### config.mk
export PLATFORM = sky130hd
export DESIGN_NAME = link_event_irq_action_select
export DESIGN_NICKNAME = d
export VERILOG_FILES = /design/src/link_irq_pkg.sv /design/src/link_event_irq_action_select.sv
export SDC_FILE = /design/constraint.sdc
export NUM_CORES = 1
export LEC_CHECK = 0
export BUFFER_PORTS_ARGS = -buffer_cell sky130_fd_sc_hd__buf_2
export CAP_MARGIN = 20
export CORE_MARGIN = 2
export CORE_UTILIZATION = 51
export CTS_CLUSTER_DIAMETER = 120
export DETAILED_ROUTE_END_ITERATION = 7
export GPL_TIMING_DRIVEN = 0
export PLACE_DENSITY = 0.79
export SYNTH_ARGS = -nofsm -noshare
export SYNTH_HDL_FRONTEND = slang
export SYNTH_SLANG_ARGS = --single-unit
### constraint.sdc
create_clock -name MCLK_I -period 2.9 [get_ports MCLK_I]
set_clock_uncertainty 0.2 [all_clocks]
set_input_delay 0.29 -clock MCLK_I [delete_from_list [all_inputs] [get_ports MCLK_I]]
set_output_delay 0.29 -clock MCLK_I [all_outputs]
set_load 0.01 [all_outputs]
### src/link_irq_pkg.sv
package link_irq_pkg;

   ////////////////////////////////////////////////////////////////////////////
   // Register map, byte addresses on the APB
   localparam int ADDR_W = 12;
   localparam logic [ADDR_W-1:0] ADDR_EVT_STAT = 12'h000;
   localparam logic [ADDR_W-1:0] ADDR_EVT_MASK = 12'h004;
   localparam logic [ADDR_W-1:0] ADDR_ENG_STAT = 12'h008;
   localparam logic [ADDR_W-1:0] ADDR_CTRL = 12'h210;

   ////////////////////////////////////////////////////////////////////////////
   // Action selector fields of link_event_irq_control
   localparam int NUM_EVT = 3;
   localparam int ACT_W = 3;
   localparam int FLD_BD_LSB = 9;
   localparam int FLD_CU_LSB = 12;
   localparam int FLD_CD_LSB = 15;
   localparam int FLD_ACT_LSB = FLD_BD_LSB;
   localparam int FLD_ACT_MSB = FLD_CD_LSB + ACT_W - 1;
   localparam int EVT_BD = 0;
   localparam int EVT_CU = 1;
   localparam int EVT_CD = 2;

   // Action codes; 3'h6 and 3'h7 are reserved and act as masked
   localparam logic [ACT_W-1:0] ACT_OFF = 3'h0;
   localparam logic [ACT_W-1:0] ACT_MSI = 3'h1;
   localparam logic [ACT_W-1:0] ACT_INTA = 3'h2;
   localparam logic [ACT_W-1:0] ACT_INTD = 3'h5;

   ////////////////////////////////////////////////////////////////////////////
   // Legacy virtual wires and block event status
   localparam int NUM_PIN = 4;
   localparam int NUM_IEV = 4;
   localparam int IEV_MSI_SENT = 0;
   localparam int IEV_INTX_ASSERT = 1;
   localparam int IEV_INTX_NEGATE = 2;
   localparam int IEV_MSI_DROP = 3;

   // Engine status word layout
   localparam int ENG_STS_LSB = 0;
   localparam int ENG_PEND_LSB = 3;
   localparam int ENG_SENT_LSB = 6;
   localparam int ENG_MSI_REQ_BIT = 10;
   localparam int ENG_INTX_REQ_BIT = 11;

   localparam logic [31:0] RDATA_ZERO = 32'h0000_0000;

endpackage

### src/link_event_irq_action_select.sv
// Added by the designer: the APB interface to the registers and the register offsets.
`timescale 1ns/1ps
module link_event_irq_action_select
   import link_irq_pkg::*;
(
   input wire logic MCLK_I,
   input wire logic RST_N_I,
   input wire logic PSEL_I,
   input wire logic PENABLE_I,
   input wire logic PWRITE_I,
   input wire logic [ADDR_W-1:0] PADDR_I,
   input wire logic [31:0] PWDATA_I,
   output logic [31:0] PRDATA_O,
   output logic PREADY_O,
   output logic PSLVERR_O,
   input wire logic [NUM_EVT-1:0] EVT_STATUS_I,
   input wire logic MSI_ENABLE_I,
   input wire logic LEGACY_IRQ_DISABLE_I,
   output logic MSI_REQ_O,
   output logic [1:0] MSI_SRC_O,
   input wire logic MSI_ACK_I,
   output logic INTX_REQ_O,
   output logic INTX_ASSERT_O,
   output logic [1:0] INTX_PIN_O,
   input wire logic INTX_ACK_I,
   output logic IRQ_O
);

   ////////////////////////////////////////////////////////////////////////////
   // State

   typedef struct packed {
      logic [NUM_EVT-1:0][ACT_W-1:0] act;
      logic [NUM_EVT-1:0] sts_prev;
      logic [NUM_EVT-1:0] msi_pend;
      logic msi_req;
      logic [1:0] msi_src;
      logic [NUM_PIN-1:0] intx_sent;
      logic intx_req;
      logic intx_assert;
      logic [1:0] intx_pin;
      logic [NUM_IEV-1:0] evt_stat;
      logic [NUM_IEV-1:0] evt_mask;
      logic irq;
      logic [31:0] rdata;
      logic slverr;
   } state_t;

   localparam state_t STATE_RST = '0;

   state_t q;
   state_t d;

   logic [NUM_EVT-1:0] rise;
   logic [NUM_PIN-1:0] want;
   logic [NUM_PIN-1:0][NUM_EVT-1:0] hit;
   logic apb_setup;
   logic apb_write;
   logic [31:0] rd_val;
   logic rd_ok;

   ////////////////////////////////////////////////////////////////////////////
   // Per-event edges and per-pin wire levels

   // Status arrives from the status register on this clock, no sync needed
   assign rise = EVT_STATUS_I & ~q.sts_prev;

   // A virtual wire is high while any routed event's status stays set
   for (genvar p = 0; p < NUM_PIN; p++) begin : g_pin
      for (genvar e = 0; e < NUM_EVT; e++) begin : g_evt
         assign hit[p][e] = EVT_STATUS_I[e] &&
            (q.act[e] == ACT_INTA + ACT_W'(p));
      end
      assign want[p] = |hit[p];
   end

   ////////////////////////////////////////////////////////////////////////////
   // APB decode

   assign apb_setup = PSEL_I && !PENABLE_I;
   // Zero wait states: every access phase completes on its first edge
   assign apb_write = PSEL_I && PENABLE_I && PWRITE_I;

   always_comb begin
      rd_val = RDATA_ZERO;
      rd_ok = 1'b1;
      unique case (PADDR_I)
         ADDR_CTRL: begin
            rd_val[FLD_ACT_MSB:FLD_ACT_LSB] = q.act;
         end
         ADDR_EVT_STAT: begin
            rd_val[NUM_IEV-1:0] = q.evt_stat;
         end
         ADDR_EVT_MASK: begin
            rd_val[NUM_IEV-1:0] = q.evt_mask;
         end
         ADDR_ENG_STAT: begin
            rd_val[ENG_STS_LSB +: NUM_EVT] = q.sts_prev;
            rd_val[ENG_PEND_LSB +: NUM_EVT] = q.msi_pend;
            rd_val[ENG_SENT_LSB +: NUM_PIN] = q.intx_sent;
            rd_val[ENG_MSI_REQ_BIT] = q.msi_req;
            rd_val[ENG_INTX_REQ_BIT] = q.intx_req;
         end
         default: begin
            rd_ok = 1'b0;
         end
      endcase
   end

   ////////////////////////////////////////////////////////////////////////////
   // Next state

   always_comb begin
      d = q;
      d.sts_prev = EVT_STATUS_I;

      // Read data is captured in the setup cycle so it comes from a flop
      if (apb_setup) begin
         d.rdata = rd_val;
         d.slverr = !rd_ok;
      end

      // Register writes; the clear of status goes first so a set wins
      if (apb_write) begin
         unique case (PADDR_I)
            ADDR_CTRL: begin
               d.act = PWDATA_I[FLD_ACT_MSB:FLD_ACT_LSB];
            end
            ADDR_EVT_STAT: begin
               d.evt_stat = q.evt_stat & ~PWDATA_I[NUM_IEV-1:0];
            end
            ADDR_EVT_MASK: begin
               d.evt_mask = PWDATA_I[NUM_IEV-1:0];
            end
            default: begin
            end
         endcase
      end

      // New status edges routed to MSI become pending, or are dropped
      for (int e = 0; e < NUM_EVT; e++) begin
         if (rise[e] && q.act[e] == ACT_MSI) begin
            if (MSI_ENABLE_I) begin
               d.msi_pend[e] = 1'b1;
            end else begin
               d.evt_stat[IEV_MSI_DROP] = 1'b1;
            end
         end
      end

      // Pending MSIs are lost if the capability is disabled meanwhile
      if (!MSI_ENABLE_I) begin
         if (|d.msi_pend) begin
            d.evt_stat[IEV_MSI_DROP] = 1'b1;
         end
         d.msi_pend = '0;
      end

      // MSI request: held until acknowledged, lowest event first
      if (q.msi_req) begin
         if (MSI_ACK_I) begin
            d.msi_req = 1'b0;
            d.evt_stat[IEV_MSI_SENT] = 1'b1;
         end
      end else if (MSI_ENABLE_I && |q.msi_pend) begin
         for (int e = NUM_EVT - 1; e >= 0; e--) begin
            if (q.msi_pend[e]) begin
               d.msi_src = 2'(e);
            end
         end
         d.msi_req = 1'b1;
         d.msi_pend[d.msi_src] = 1'b0;
      end

      // Legacy messages follow the wire level; a wire is only marked
      // sent once the message is taken, so nothing is lost on a stall
      if (q.intx_req) begin
         if (INTX_ACK_I) begin
            d.intx_req = 1'b0;
            d.intx_sent[q.intx_pin] = q.intx_assert;
            if (q.intx_assert) begin
               d.evt_stat[IEV_INTX_ASSERT] = 1'b1;
            end else begin
               d.evt_stat[IEV_INTX_NEGATE] = 1'b1;
            end
         end
      end else if (!LEGACY_IRQ_DISABLE_I &&
                   (want != q.intx_sent)) begin
         for (int p = NUM_PIN - 1; p >= 0; p--) begin
            if (want[p] != q.intx_sent[p]) begin
               d.intx_pin = 2'(p);
            end
         end
         d.intx_req = 1'b1;
         d.intx_assert = want[d.intx_pin];
      end

      d.irq = |(d.evt_stat & d.evt_mask);
   end

   always_ff @(posedge MCLK_I or negedge RST_N_I) begin
      if (!RST_N_I) begin
         q <= STATE_RST;
      end else begin
         q <= d;
      end
   end

   ////////////////////////////////////////////////////////////////////////////
   // Outputs

   assign PRDATA_O = q.rdata;
   assign PREADY_O = 1'b1;
   assign PSLVERR_O = q.slverr;
   assign MSI_REQ_O = q.msi_req;
   assign MSI_SRC_O = q.msi_src;
   assign INTX_REQ_O = q.intx_req;
   assign INTX_ASSERT_O = q.intx_assert;
   assign INTX_PIN_O = q.intx_pin;
   assign IRQ_O = q.irq;

   ////////////////////////////////////////////////////////////////////////////
   // Checks

   a_ctrl_bd_write: assert property (
      @(posedge MCLK_I) disable iff (!RST_N_I)
      apb_write && PADDR_I == ADDR_CTRL
      |=> q.act[EVT_BD] == $past(PWDATA_I[FLD_BD_LSB +: ACT_W]))
      else $error("port B down selector not written");

   a_ctrl_cu_write: assert property (
      @(posedge MCLK_I) disable iff (!RST_N_I)
      apb_write && PADDR_I == ADDR_CTRL
      |=> q.act[EVT_CU] == $past(PWDATA_I[FLD_CU_LSB +: ACT_W]))
      else $error("port C up selector not written");

   // Write, one idle cycle, then a read of the same word
   a_ctrl_readback: assert property (
      @(posedge MCLK_I) disable iff (!RST_N_I)
      apb_write && PADDR_I == ADDR_CTRL
      ##2 apb_setup && PADDR_I == ADDR_CTRL
      |=> PRDATA_O[FLD_ACT_MSB:FLD_ACT_LSB]
      == $past(PWDATA_I[FLD_ACT_MSB:FLD_ACT_LSB], 3))
      else $error("selector readback differs from write");

   a_ctrl_cd_write: assert property (
      @(posedge MCLK_I) disable iff (!RST_N_I)
      apb_write && PADDR_I == ADDR_CTRL
      |=> q.act[EVT_CD] == $past(PWDATA_I[FLD_CD_LSB +: ACT_W]))
      else $error("port C down selector not written");

   a_msi_needs_code: assert property (
      @(posedge MCLK_I) disable iff (!RST_N_I)
      rise[EVT_BD] && q.act[EVT_BD] != ACT_MSI && !q.msi_pend[EVT_BD]
      |=> !q.msi_pend[EVT_BD])
      else $error("MSI pending for a non-MSI selector");

   // Index by d: the past of q would name the previous wire
   a_intx_pin_code: assert property (
      @(posedge MCLK_I) disable iff (!RST_N_I)
      !q.intx_req ##1 q.intx_req
      |-> q.intx_assert == $past(want[d.intx_pin]))
      else $error("legacy message level does not match routing");

   a_msi_on_set: assert property (
      @(posedge MCLK_I) disable iff (!RST_N_I)
      rise[EVT_CU] && q.act[EVT_CU] == ACT_MSI && MSI_ENABLE_I
      ##1 MSI_ENABLE_I
      |-> q.msi_pend[EVT_CU] || (q.msi_req && q.msi_src == 2'(EVT_CU))
      || $past(q.msi_pend[EVT_CU]))
      else $error("MSI not raised on status set");

   a_msi_enable_gate: assert property (
      @(posedge MCLK_I) disable iff (!RST_N_I)
      $rose(q.msi_req) |-> $past(MSI_ENABLE_I))
      else $error("MSI raised while disabled");

   a_intx_disable_gate: assert property (
      @(posedge MCLK_I) disable iff (!RST_N_I)
      $rose(q.intx_req) |-> $past(!LEGACY_IRQ_DISABLE_I))
      else $error("legacy message raised while disabled");

   a_ctrl_reserved: assert property (
      @(posedge MCLK_I) disable iff (!RST_N_I)
      apb_setup && PADDR_I == ADDR_CTRL
      |=> PRDATA_O[31:FLD_ACT_MSB+1] == '0
      && PRDATA_O[FLD_ACT_LSB-1:0] == '0)
      else $error("reserved control bits not zero");

   a_off_sends_none: assert property (
      @(posedge MCLK_I) disable iff (!RST_N_I)
      q.act[EVT_BD] == ACT_OFF && q.act[EVT_CU] == ACT_OFF
      && q.act[EVT_CD] == ACT_OFF && q.msi_pend == '0 && !q.msi_req
      |=> q.msi_pend == '0 && !q.msi_req)
      else $error("MSI raised with every selector off");

   a_legacy_code_range: assert property (
      @(posedge MCLK_I) disable iff (!RST_N_I)
      $rose(q.intx_req) && q.intx_assert
      |-> $past(q.act[EVT_BD] inside {[ACT_INTA:ACT_INTD]}
      || q.act[EVT_CU] inside {[ACT_INTA:ACT_INTD]}
      || q.act[EVT_CD] inside {[ACT_INTA:ACT_INTD]}))
      else $error("legacy assert without a legacy selector");

   // Host may stall; a request must not change under it
   a_msi_req_held: assert property (
      @(posedge MCLK_I) disable iff (!RST_N_I)
      q.msi_req && !MSI_ACK_I |=> q.msi_req && $stable(q.msi_src))
      else $error("MSI request dropped before it was taken");

   a_intx_req_held: assert property (
      @(posedge MCLK_I) disable iff (!RST_N_I)
      q.intx_req && !INTX_ACK_I
      |=> q.intx_req && $stable(q.intx_pin) && $stable(q.intx_assert))
      else $error("legacy message changed before it was taken");

   a_msi_drop_flag: assert property (
      @(posedge MCLK_I) disable iff (!RST_N_I)
      rise[EVT_BD] && q.act[EVT_BD] == ACT_MSI && !MSI_ENABLE_I
      |=> q.evt_stat[IEV_MSI_DROP] && !q.msi_pend[EVT_BD])
      else $error("disabled MSI neither dropped nor flagged");

   a_msi_pend_gate: assert property (
      @(posedge MCLK_I) disable iff (!RST_N_I)
      !MSI_ENABLE_I |=> q.msi_pend == '0)
      else $error("MSI held pending while disabled");

   a_intx_negate_route: assert property (
      @(posedge MCLK_I) disable iff (!RST_N_I)
      $rose(q.intx_req) && !q.intx_assert
      |-> $past(q.intx_sent[d.intx_pin]))
      else $error("negate sent for a wire never asserted");

endmodule

==> impl_metrics.csv, run 1 <==
group,metric,value,unit
run_status,status,"complete, no violations",
global_routing,grt_pass1_wl,10.9,mm
logic_synthesis,synth_area_per_cell,9.40,um2
logic_synthesis,ys.warnings.count,0,
cts,root_buffer,"clkbuf_8",
place,io_buffers,63,
logic_synthesis,synth_area,0.00298,mm2
die,io_pins,98,
global_routing,grt_antenna_before_repair,0,
worst_setup_path,crit_chain,"dlygate4sd3_1, buf_2, and4bb_1, nor3_2, xnor2_1, or2_1, o31a_1, o32a_2",
logic_synthesis,yosysSeqAreaShare,45.4,%
cts,cts_resized,0,
global_routing,grt-ovfl-total,0,
timing,finalMaxSlewViolations,0,
place,hpwl,5.12,mm
die,core,0.00557,mm2
cells_and_area,drive_gt1_share,31.6,%
logic_synthesis,yosysTopAreaCellShare,45.4,%
worst_hold_path,hp-class,"primary input to register",
timing,slew-limit-headroom,61.6,%
worst_setup_path,critPathBufInv,2,
die,core.rowCount,27,
detailed_routing,drc,0,
power,p_leak,1.75,nW
die,start_util,53.4,%
global_routing,grt_max_degree,31,
timing,fmax,417,MHz
power,power.density,480,mW/mm2
die,fp.dieW,80.4,um
die,dieArea,0.00647,mm2
logic_synthesis,yosysTopAreaCell,"dfrtp_1",
timing,period_minus_slack,2.40,ns
worst_setup_path,startpoint_type,"primary input",
logic_synthesis,synthCells,317,
worst_setup_path,crit_required,2.89,ns
worst_setup_path,cp_slowest_stage_delay,0.53,ns
timing,rsz0062_at_grt,"false",
worst_setup_path,reg2reg_from,"q[67]$_DFFE_PN0P_",
job,drv_cap,0,
place,gp_congestion,0.883,
cells_and_area,diodes,0,
logic_synthesis,ys_types,50,
logic_synthesis,synth_ff_type,"dfrtp_1",
detailed_routing,drt.antenna.violating_nets,0,
logic_synthesis,synthTopCellsByArea,"dfrtp_1 45%, buf_4 9.3%, nand2_1 6.4%",
cts,cts_buffers,5,
power,vdd_ir_drop_max,0.000384,V
worst_setup_path,arrival,2.39,ns
global_routing,grt.total_usage,21.6,%
logic_synthesis,ys_ff_latch,54,
cells_and_area,fin_nets,462,
detailed_routing,detail_route.iter0.violations,131,
cells_and_area,synthToLayoutAreaGrowth,20.4,%
detailed_routing,routed_wl,6.77,mm
worst_hold_path,worstHoldStart,"PWDATA_I[13]",
timing,tightest_slew,0.576,ns
worst_setup_path,rrSetupSlack,0.66,ns
cts,cts_max_path_buffers,2,
timing,finalSetupViolCount,0,
detailed_routing,avgViaCountPerCell,5.33,
cells_and_area,final_cell_mix,"63 x buf_2, 54 x dfrtp_1, 51 x nand2_1",
logic_synthesis,synth-edff-count,0,
detailed_routing,vias,2543,
detailed_routing,drtPass1Iterations,4,
die,die_height,80.4,um
worst_setup_path,slowest_stage,"dlygate4sd3_1",
worst_setup_path,end_kind,"register",
worst_setup_path,critPathTopFamily,"simple AND/OR/NAND/NOR gates",
place,placedCellCount,466,
worst_setup_path,startpoint,"EVT_STATUS_I[1]",
timing,tns,0,ns
cells_and_area,fin_cells,477,
timing,min_period_over_period,82.7,%
cells_and_area,final_util,64.3,%
cts,htreeDepth,2,
worst_setup_path,criticalPathCategory,"primary input to register",
timing,hold_violations,0,
worst_setup_path,worstPathMaxFanout,6,
cts,clkLatencyLatePin,0.31,ns
cts,clkTransAtPathRegs,0.09,ns
detailed_routing,wire_per_inst,14.2,um
cts,cts_tree,"built",
cells_and_area,multi_input_area,0.00135,mm2
global_routing,grt_pass1_vias,2329,
cells_and_area,seqCellArea,0.00135,mm2
logic_synthesis,async_flop_share,100,%
cts,cts.sinks,54,
cells_and_area,final_common_cell,"buf_2",
cells_and_area,n_fill_cell,494,
## metal layers
metal	global-route usage, %	vias to the layer above	wire, um
met5	0	-	0
met4	5.42	0	74
met3	3.48	8	431
met2	35.9	87	3250
met1	29.6	1204	3010
li1	-	1244	-
## synthesized netlist by cell type, types with 3 or more instances
cell type and count:
inv_1 6, nand3_1 6, mux2i_1 4, nor2_1 22, nand2b_1 3, o21ai_1 5
clkbuf_1 7, and4_1 3, nor2b_1 3, xnor2_1 3, a21oi_1 13, a22oi_1 3
o21ai_0 21, o21a_1 3, buf_4 37, nand4b_1 7, mux2_2 15, nor4bb_1 4
nand2_1 51, nor3_1 8, o22ai_1 3, dfrtp_1 54
## state kept, by name (all words and copies together), names as in the netlist
signal	cells
MSI_REQ_O	1
MSI_SRC_O	2
INTX_PIN_O	2
IRQ_O	1
INTX_ASSERT_O	1
PSLVERR_O	1
q	27
PRDATA_O	18
INTX_REQ_O	1
## worst paths after layout
| check | end | cells past startpoint |
|---|---|---|
| max in group asynchronous | INTX_PIN_O[1]$_DFFE_PN0P_ | 3 |
| min in group asynchronous | PRDATA_O[4]$_DFFE_PN0P_ | 2 |
| worst max register to register | INTX_ASSERT_O$_DFFE_PN0P_ | 6 |
| worst min register to register | PRDATA_O[17]$_DFFE_PN0P_ | 2 |
| worst max-delay path | INTX_ASSERT_O$_DFFE_PN0P_ | 8 |
| worst min-delay path | q[63]$_DFFE_PN0P_ | 2 |
## through the flow
stage | cell area, um2 | setup WS, ns | hold slack [ns] | total power [mW]
3_3_place_gp | 3430 | 0.299 | 0.261 | 1.30
6_report | 3590 | 0.502 | 0.0115 | 1.72
4_1_cts | 3590 | 0.508 | 0.00439 | 1.73
5_1_grt | 3590 | 0.425 | 0.00393 | 1.81
2_1_floorplan | 3030 | 0.849 | -0.206 | 1.16
3_5_place_dp | 3450 | 0.237 | 0.118 | 1.31
## worst register-to-register path: cells and delay by family, from the launching register on
kind,cells,cell delay (ns)
AO/OA/AOI/OAI,2,0.52
XOR/XNOR,1,0.16
flip-flops,1,0.49
AND/OR/NAND/NOR,3,0.77
## layout make-up
| class | count | share of cell area (%) |
|---|---|---|
| plain buffers | 44 | 8.48 |
| well taps | 72 | 2.51 |
| inverters | 6 | 0.628 |
| flip-flops and latches | 54 | 37.7 |
| repair buffers | 69 | 10.7 |
| multi-input cells | 226 | 37.6 |
| clock buffers | 6 | 2.30 |
## cells by family (layout without fill, tap and decap cells)
group                    after synthesis  in the layout  share of synthesized area (%)
AND/OR/NAND/NOR                      122            122                           21.3
AO/OA/AOI/OAI                         64             64                           13.2
flip-flops                            54             54                           45.4
buffers and inverters                 50            125                           11.0
multiplexers                          20             20                           7.39
XOR/XNOR                               4              4                           1.18
other                                  2             15                          0.252
adder cells (fa/ha/maj)                1              1                          0.336
## what timing repair did
item,in CTS,in global routing
hold buffers,5,0
setup buffers,0,0
hold endpoints to repair,28,0
## where the power goes
group / internal [mW] / switching, mW
combinational: 0.195 / 0.188
clock: 0.185 / 0.236
sequential: 0.816 / 0.103
No activity file was read; power rests on OpenSTA's default activity.
==> inputs of run 2 (changes only) <==
--- a/config.mk
+++ b/config.mk
@@ -8,11 +8,11 @@
 export BUFFER_PORTS_ARGS = -buffer_cell sky130_fd_sc_hd__buf_2
 export CAP_MARGIN = 20
 export CORE_MARGIN = 2
-export CORE_UTILIZATION = 51
+export CORE_UTILIZATION = 46
 export CTS_CLUSTER_DIAMETER = 120
 export DETAILED_ROUTE_END_ITERATION = 7
 export GPL_TIMING_DRIVEN = 0
-export PLACE_DENSITY = 0.79
+export PLACE_DENSITY = 0.76
 export SYNTH_ARGS = -nofsm -noshare
 export SYNTH_HDL_FRONTEND = slang
 export SYNTH_SLANG_ARGS = --single-unit
==> constraint.sdc (replaced) <==
create_clock -name MCLK_I -period 2.18 [get_ports MCLK_I]
set_clock_uncertainty 0.2 [all_clocks]
set_input_delay 0.218 -clock MCLK_I [delete_from_list [all_inputs] [get_ports MCLK_I]]
set_output_delay 0.218 -clock MCLK_I [all_outputs]
set_load 0.01 [all_outputs]
==> run 2 against run 1 <==
Clock power up 43%. Power is 40% higher. Worst hold slack gained 0.14 ns. Global-route usage fell by 1.3 points. Utilization fell by 2.0 points. Combinational power grew 50%. Via count rose by 6.8%. Sequential share of layout area down 3.1 points. Setup slack worse by 0.50 ns. Critical path depth decreased by 1. First-iteration DRC count is 100% higher. Sequential power rose by 34%. Largest power group unchanged.
==> impl_metrics.csv, run 2 (same netlist as run 1, synthesis figures left out) <==
group,metric,value,unit
timing,slew-limit-headroom,63.4,%
timing,finalMaxSlewViolations,0,
cts,clkLatencyLatePin,0.31,ns
worst_setup_path,arrival,2.23,ns
die,core,0.00631,mm2
worst_setup_path,endpoint,"INTX_ASSERT_O$_DFFE_PN0P_",
global_routing,grt-ovfl-total,0,
worst_setup_path,criticalPathCategory,"register to register",
cts,cts_max_path_buffers,2,
detailed_routing,detail_route.iter0.violations,267,
power,vdd_ir_drop_max,0.000678,V
global_routing,grt_max_degree,42,
place,placedCellCount,471,
cells_and_area,n_fill_cell,541,
die,fp.dieW,84.5,um
cts,cts_buffers,5,
cells_and_area,fin_nets,490,
power,power.density,611,mW/mm2
place,io_buffers,63,
cells_and_area,final_common_cell,"buf_2",
run_status,status,"complete, no violations",
cts,root_buffer,"clkbuf_8",
die,io_pins,98,
cts,htreeDepth,2,
cells_and_area,drive_gt1_share,36.8,%
worst_setup_path,end_kind,"register",
global_routing,grt.total_usage,20.3,%
timing,hold_slack,0.147,ns
cells_and_area,largest_reg_flops,27,
worst_setup_path,slowest_stage,"or4_1",
worst_setup_path,rrSetupSlack,0.004,ns
worst_setup_path,worstPathMaxFanout,6,
cts,clkTransAtPathRegs,0.10,ns
cells_and_area,largest_register,"q",
cells_and_area,final_util,62.3,%
timing,finalSetupViolCount,0,
worst_setup_path,crit_required,2.23,ns
worst_setup_path,reg2reg_from,"q[59]$_DFFE_PN0P_",
worst_setup_path,crit_chain,"buf_4, nand4b_1, nand3_1, xnor2_1, or4_1, a31oi_1, o32a_2",
detailed_routing,vias,2715,
worst_setup_path,cp_slowest_stage_delay,0.50,ns
die,core.rowCount,29,
timing,min_period_over_period,99.8,%
cells_and_area,fin_cells,512,
worst_hold_path,hp-class,"primary input to async pin",
global_routing,grt_antenna_before_repair,0,
timing,period_minus_slack,2.18,ns
detailed_routing,drc,0,
timing,hold_violations,0,
place,gp_congestion,0.884,
die,start_util,47.2,%
detailed_routing,drt.antenna.violating_nets,0,
global_routing,grt_pass1_vias,2514,
timing,rsz0062_at_grt,"true",
place,hpwl,5.14,mm
detailed_routing,avgViaCountPerCell,5.30,
worst_setup_path,startpoint_type,"register",
worst_setup_path,rr_worst_depth,7,
job,drv_cap,0,
detailed_routing,drtPass1Iterations,4,
die,die_height,84.5,um
cells_and_area,diodes,0,
worst_setup_path,startpoint,"q[59]$_DFFE_PN0P_",
worst_setup_path,rr_endpoint,"INTX_ASSERT_O$_DFFE_PN0P_",
global_routing,grt_pass1_wl,11.8,mm
cts,cts_tree,"built",
cells_and_area,synthToLayoutAreaGrowth,32.1,%
timing,tightest_slew,0.544,ns
timing,fmax,460,MHz
detailed_routing,wire_per_inst,14.7,um
die,dieArea,0.00714,mm2
cts,cts.sinks,54,
power,p_leak,1.90,nW
detailed_routing,routed_wl,7.50,mm
cells_and_area,final_cell_mix,"63 x buf_2, 50 x nand2_1, 49 x buf_4",
## run 2: changes by cell type in the layout (fill, tap and decap cells not counted), moves of 2 or more
cell / delta
buf_4: +12
clkbuf_2: +2
nor4bb_1: -2
dlygate4sd3_1: +16
clkbuf_1: -2
dfrtp_1: -9
nor4bb_4: +2
dfrtp_2: +9
## run 2: worst max-delay path, delay by kind of cell, from the launching register on
family / cells / cell delay, ns
flip-flops: 1 / 0.47
XOR/XNOR: 1 / 0.21
AND/OR/NAND/NOR: 3 / 0.70
AO/OA/AOI/OAI: 2 / 0.37
buffers and inverters: 1 / 0.16
## run 2: what timing repair did
item                                    in CTS  in global routing
setup buffers                                0                 12
hold buffers                                21                  0
endpoints found under the setup margin      11                 25
hold endpoints to repair                    78                  0
gates resized for setup                     11                 11
pin swaps                                    2                  8
## run 2: cell type report
type,instances,area [um2],share of cell area (%)
inverters,6,22.5,0.572
flip-flops and latches,54,1360,34.6
clock buffers,6,82.6,2.10
plain buffers,44,307,7.79
multi-input cells,226,1410,35.9
repair buffers,97,636,16.2
well taps,77,96.3,2.45
clock inverters,2,16.3,0.413
## run 2: metal layers
layer	global-route usage [%]	vias up	wire [um]
met5	0	-	0
met2	34.2	96	3870
met1	26.9	1293	3100
met3	2.95	16	397
met4	7.36	0	130
li1	-	1310	-
## run 2: through the flow
step           worst slack (ns)  TNS [ns]  cell area (um2)  power (mW)
6_report                0.00426         0             3940        2.41
5_1_grt                 -0.0625    -0.128             3940        2.52
4_1_cts                 -0.0104   -0.0104             3790        2.38
3_5_place_dp             -0.414     -8.06             3460        1.74
3_3_place_gp             -0.330     -6.44             3440        1.72
2_1_floorplan             0.129         0             3030        1.55
## run 2: how the worst min path moves through the flow
stage / end / slack [ns] / depth (start not counted)
2_1_floorplan: INTX_ASSERT_O$_DFFE_PN0P_ / -0.28 / 0
3_3_place_gp: q[56]$_DFF_PN0_ / 0.19 / 1
3_5_place_dp: q[64]$_DFFE_PN0P_ / -0.06 / 1
4_1_cts: q[63]$_DFFE_PN0P_ / 0.13 / 2
5_1_grt: q[67]$_DFFE_PN0P_ / 0.17 / 2
6_report: q[67]$_DFFE_PN0P_ / 0.15 / 2
## run 2: report_power, final
part	switching (mW)	internal, mW	total, mW	leakage, nW
Combinational	0.276	0.298	0.574	1.16
Clock	0.342	0.262	0.604	0.0478
Sequential	0.142	1.09	1.23	0.694
Total	0.760	1.65	2.41	1.90
==> inputs of run 3 (changes only) <==
--- a/config.mk
+++ b/config.mk
@@ -5,6 +5,7 @@
 export SDC_FILE = /design/constraint.sdc
 export NUM_CORES = 1
 export LEC_CHECK = 0
+export ABC_AREA = 1
 export BUFFER_PORTS_ARGS = -buffer_cell sky130_fd_sc_hd__buf_2
 export CAP_MARGIN = 20
 export CORE_MARGIN = 2
@@ -12,7 +13,7 @@
 export CTS_CLUSTER_DIAMETER = 120
 export DETAILED_ROUTE_END_ITERATION = 7
 export GPL_TIMING_DRIVEN = 0
-export PLACE_DENSITY = 0.76
+export PLACE_DENSITY = 0.75
 export SYNTH_ARGS = -nofsm -noshare
 export SYNTH_HDL_FRONTEND = slang
 export SYNTH_SLANG_ARGS = --single-unit
==> run 3 against run 2 <==
Final area shrank 4.3%. Synthesized cell count is 11% higher. Flip-flop and latch count unchanged. Largest cell class is now sequential cells. Setup slack better by 0.20 ns. Sequential share of layout area rose by 1.3 points. Highest routed layer unchanged. Via count is 4.7% lower. Cell count grew 3.7%. Power up 3.9%. Critical path type is now primary input to register. Global-route usage hardly changed. Combinational power is 26% higher. Synthesized area grew 1.0%. Clock power grew 2%.
==> impl_metrics.csv, run 3 <==
group,metric,value,unit
cells_and_area,diodes,0,
cts,cts_buffers,5,
cts,htreeDepth,2,
timing,tns,0,ns
detailed_routing,routed_wl,6.76,mm
timing,fmax,506,MHz
global_routing,grt-ovfl-total,0,
cells_and_area,fin_nets,509,
place,gp_congestion,0.795,
logic_synthesis,synth_area,0.00301,mm2
cells_and_area,drive_gt1_share,31.9,%
timing,hold_violations,0,
logic_synthesis,synth_area_per_cell,8.55,um2
cells_and_area,n_fill_cell,572,
logic_synthesis,yosysSeqAreaShare,44.9,%
cells_and_area,final_cell_mix,"73 x nand2_1, 63 x buf_2, 54 x dfrtp_1",
cells_and_area,synthToLayoutAreaGrowth,25.1,%
logic_synthesis,yosys.area_share.simple,24.2,%
cells_and_area,largest_reg_flops,27,
timing,finalSetupViolCount,0,
detailed_routing,wire_per_inst,12.7,um
worst_setup_path,arrival,1.98,ns
power,total_power,2.50,mW
cts,cts_tree,"built",
logic_synthesis,synth_compound_area_share,9.94,%
logic_synthesis,async_flop_share,100,%
worst_setup_path,worstPathMaxFanout,4,
die,core,0.00635,mm2
timing,min_period_over_period,90.6,%
global_routing,grt_max_degree,29,
global_routing,grt_antenna_before_repair,0,
timing,setup_slack,0.204,ns
logic_synthesis,synth.area.mux_share,3.37,%
job,drv_cap,0,
logic_synthesis,synth_fa_ha_area_share,0,%
global_routing,grt.total_usage,20.3,%
logic_synthesis,synthCells,352,
detailed_routing,detail_route.iter0.violations,182,
global_routing,grt_pass1_vias,2628,
worst_setup_path,crit_required,2.19,ns
cts,post_cts_buffers,0,
logic_synthesis,synth-edff-count,0,
timing,rsz0062_at_grt,"false",
cells_and_area,largest_register,"q",
logic_synthesis,synth_ff_type,"dfrtp_1",
logic_synthesis,ys_ff_latch,54,
run_status,status,"complete, no violations",
die,die_height,84.9,um
global_routing,grt_pass1_wl,11.7,mm
cts,clkTransAtPathRegs,0.10,ns
place,post-place-ws,0.336,ns
timing,hold_slack,0.0263,ns
cells_and_area,final_common_cell,"nand2_1",
timing,tightest_slew,0.632,ns
worst_setup_path,critPathTopFamily,"simple AND/OR/NAND/NOR gates",
detailed_routing,drt.antenna.violating_nets,0,
logic_synthesis,ys_types,32,
worst_setup_path,slowest_stage,"dlygate4sd3_1",
detailed_routing,drc,0,
detailed_routing,avgViaCountPerCell,4.87,
logic_synthesis,yosysTopAreaCell,"dfrtp_1",
timing,period_minus_slack,1.98,ns
timing,finalMaxSlewViolations,0,
cts,root_buffer,"clkbuf_8",
die,core.rowCount,29,
worst_setup_path,startpoint_type,"primary input",
die,dieArea,0.00720,mm2
cts,cts.sinks,54,
logic_synthesis,ys.warnings.count,0,
place,hpwl,5.28,mm
die,fp.dieW,84.9,um
logic_synthesis,synth_common_cells,"73 x nand2_1, 54 x dfrtp_1, 47 x inv_1, 37 x buf_4, 22 x o21ai_0",
die,io_pins,98,
detailed_routing,vias,2588,
worst_setup_path,crit_chain,"dlygate4sd3_1, buf_2, inv_2, nor2_4, nand3_1, nand3_2, xor2_2, nand2_1, nand2_1, nand2_1, nand3_1, nand2_1, nand2_1, nand2_1",
worst_setup_path,critical_path.most_common_cell,"nand2_1",
worst_hold_path,hp-class,"primary input to register",
logic_synthesis,yosysTopAreaCellShare,44.9,%
timing,slew-limit-headroom,57.9,%
logic_synthesis,synth-xor-area-share,1.46,%
worst_setup_path,end_kind,"register",
power,p_leak,2.00,nW
power,vdd_ir_drop_max,0.000386,V
power,power.density,664,mW/mm2
detailed_routing,drtPass1Iterations,4,
logic_synthesis,synthTopCellsByArea,"dfrtp_1 45%, buf_4 9.2%, nand2_1 9.1%",
logic_synthesis,post-synth-top-count-cell,"nand2_1",
worst_setup_path,criticalPathCategory,"primary input to register",
logic_synthesis,synth_top_family_by_area,"simple AND/OR/NAND/NOR gates",
cts,clkLatencyLatePin,0.31,ns
worst_setup_path,cp_slowest_stage_delay,0.54,ns
place,io_buffers,63,
worst_setup_path,critPathBufInv,3,
cts,cts_max_path_buffers,2,
die,start_util,47.4,%
run 3: cell count changes after synthesis, sizes merged, moves of 7 or more:
cell / delta
inv: +44
nand4: +12
nand2: +26
nand4b: -7
mux2: -7
o31ai: +8
a21oi: -12
nand3: +16
run 3: report_power, final:
part | total [mW] | leakage [nW] | switching, mW | internal, mW
Combinational | 0.725 | 1.23 | 0.429 | 0.296
Sequential | 1.16 | 0.721 | 0.0718 | 1.09
Clock | 0.616 | 0.0544 | 0.324 | 0.292
run 3: cell families (layout without fill, tap and decap cells):
family	after synthesis	in the layout
AO/OA/AOI/OAI	50	50
XOR/XNOR	2	2
buffers and inverters	90	179
flip-flops	54	54
multiplexers	9	9
other	2	15
AND/OR/NAND/NOR	145	145
run 3: stage by stage:
stage | instances | area (um2) | util [%]
after floorplan | 365 | 3060 | -
after global placement | 505 | 3470 | 54.6
after detailed placement | 506 | 3490 | 55.0
after CTS | 531 | 3760 | 59.3
after global routing | 531 | 3760 | 59.3
final | 531 | 3760 | 59.3
run 3: path summary, 6_finish.rpt:
path / from / to / slack (ns) / cells after the start
setup / recovery: EVT_STATUS_I[1] / INTX_ASSERT_O$_DFFE_PN0P_ / 0.20 / 14
hold / removal: PWDATA_I[1] / q[35]$_DFF_PN0_ / 0.03 / 3
setup reg to reg: q[64]$_DFFE_PN0P_ / INTX_ASSERT_O$_DFFE_PN0P_ / 0.31 / 11
hold reg to reg: PRDATA_O[1]$_DFFE_PN0P_ / PRDATA_O[1]$_DFFE_PN0P_ / 0.29 / 2
max in group asynchronous: RST_N_I / q[56]$_DFF_PN0_ / 0.95 / 3
min in group asynchronous: RST_N_I / PRDATA_O[0]$_DFFE_PN0P_ / 0.26 / 2
run 3: final cells by class:
type / instances / area, um2 / area share (%)
Buffer: 40 / 289 / 7.68
Clock buffer: 7 / 96.3 / 2.56
Clock inverter: 1 / 8.76 / 0.233
Inverter: 50 / 188 / 4.99
Multi-Input combinational cell: 221 / 1230 / 32.7
Sequential cell: 54 / 1350 / 35.9
Tap cell: 77 / 96.3 / 2.56
Timing Repair Buffer: 81 / 505 / 13.4
run 3: repair_timing:
item	in CTS	in global routing
resized for setup	0	0
hold buffers	17	0
endpoints found under the hold margin	44	0
run 3: worst reg2reg max path: stages (launching register included):
cell and delay [ns]:
dfrtp_1 0.48, nor2_4 0.16, nand3_1 0.11, nand3_2 0.12
xor2_2 0.20, nand2_1 0.11, nand2_1 0.11, nand2_1 0.06
nand3_1 0.06, nand2_1 0.05, nand2_1 0.06, nand2_1 0.05
run 3: layer usage:
| metal | global-route usage (%) | vias to the layer above | part of all wire (%) |
|---|---|---|---|
| met5 | 0 | - | 0 |
| met4 | 7.65 | 0 | 1.4 |
| met3 | 2.82 | 6 | 4.2 |
| met2 | 35.0 | 75 | 50 |
| met1 | 26.1 | 1202 | 44 |
| li1 | - | 1305 | - |
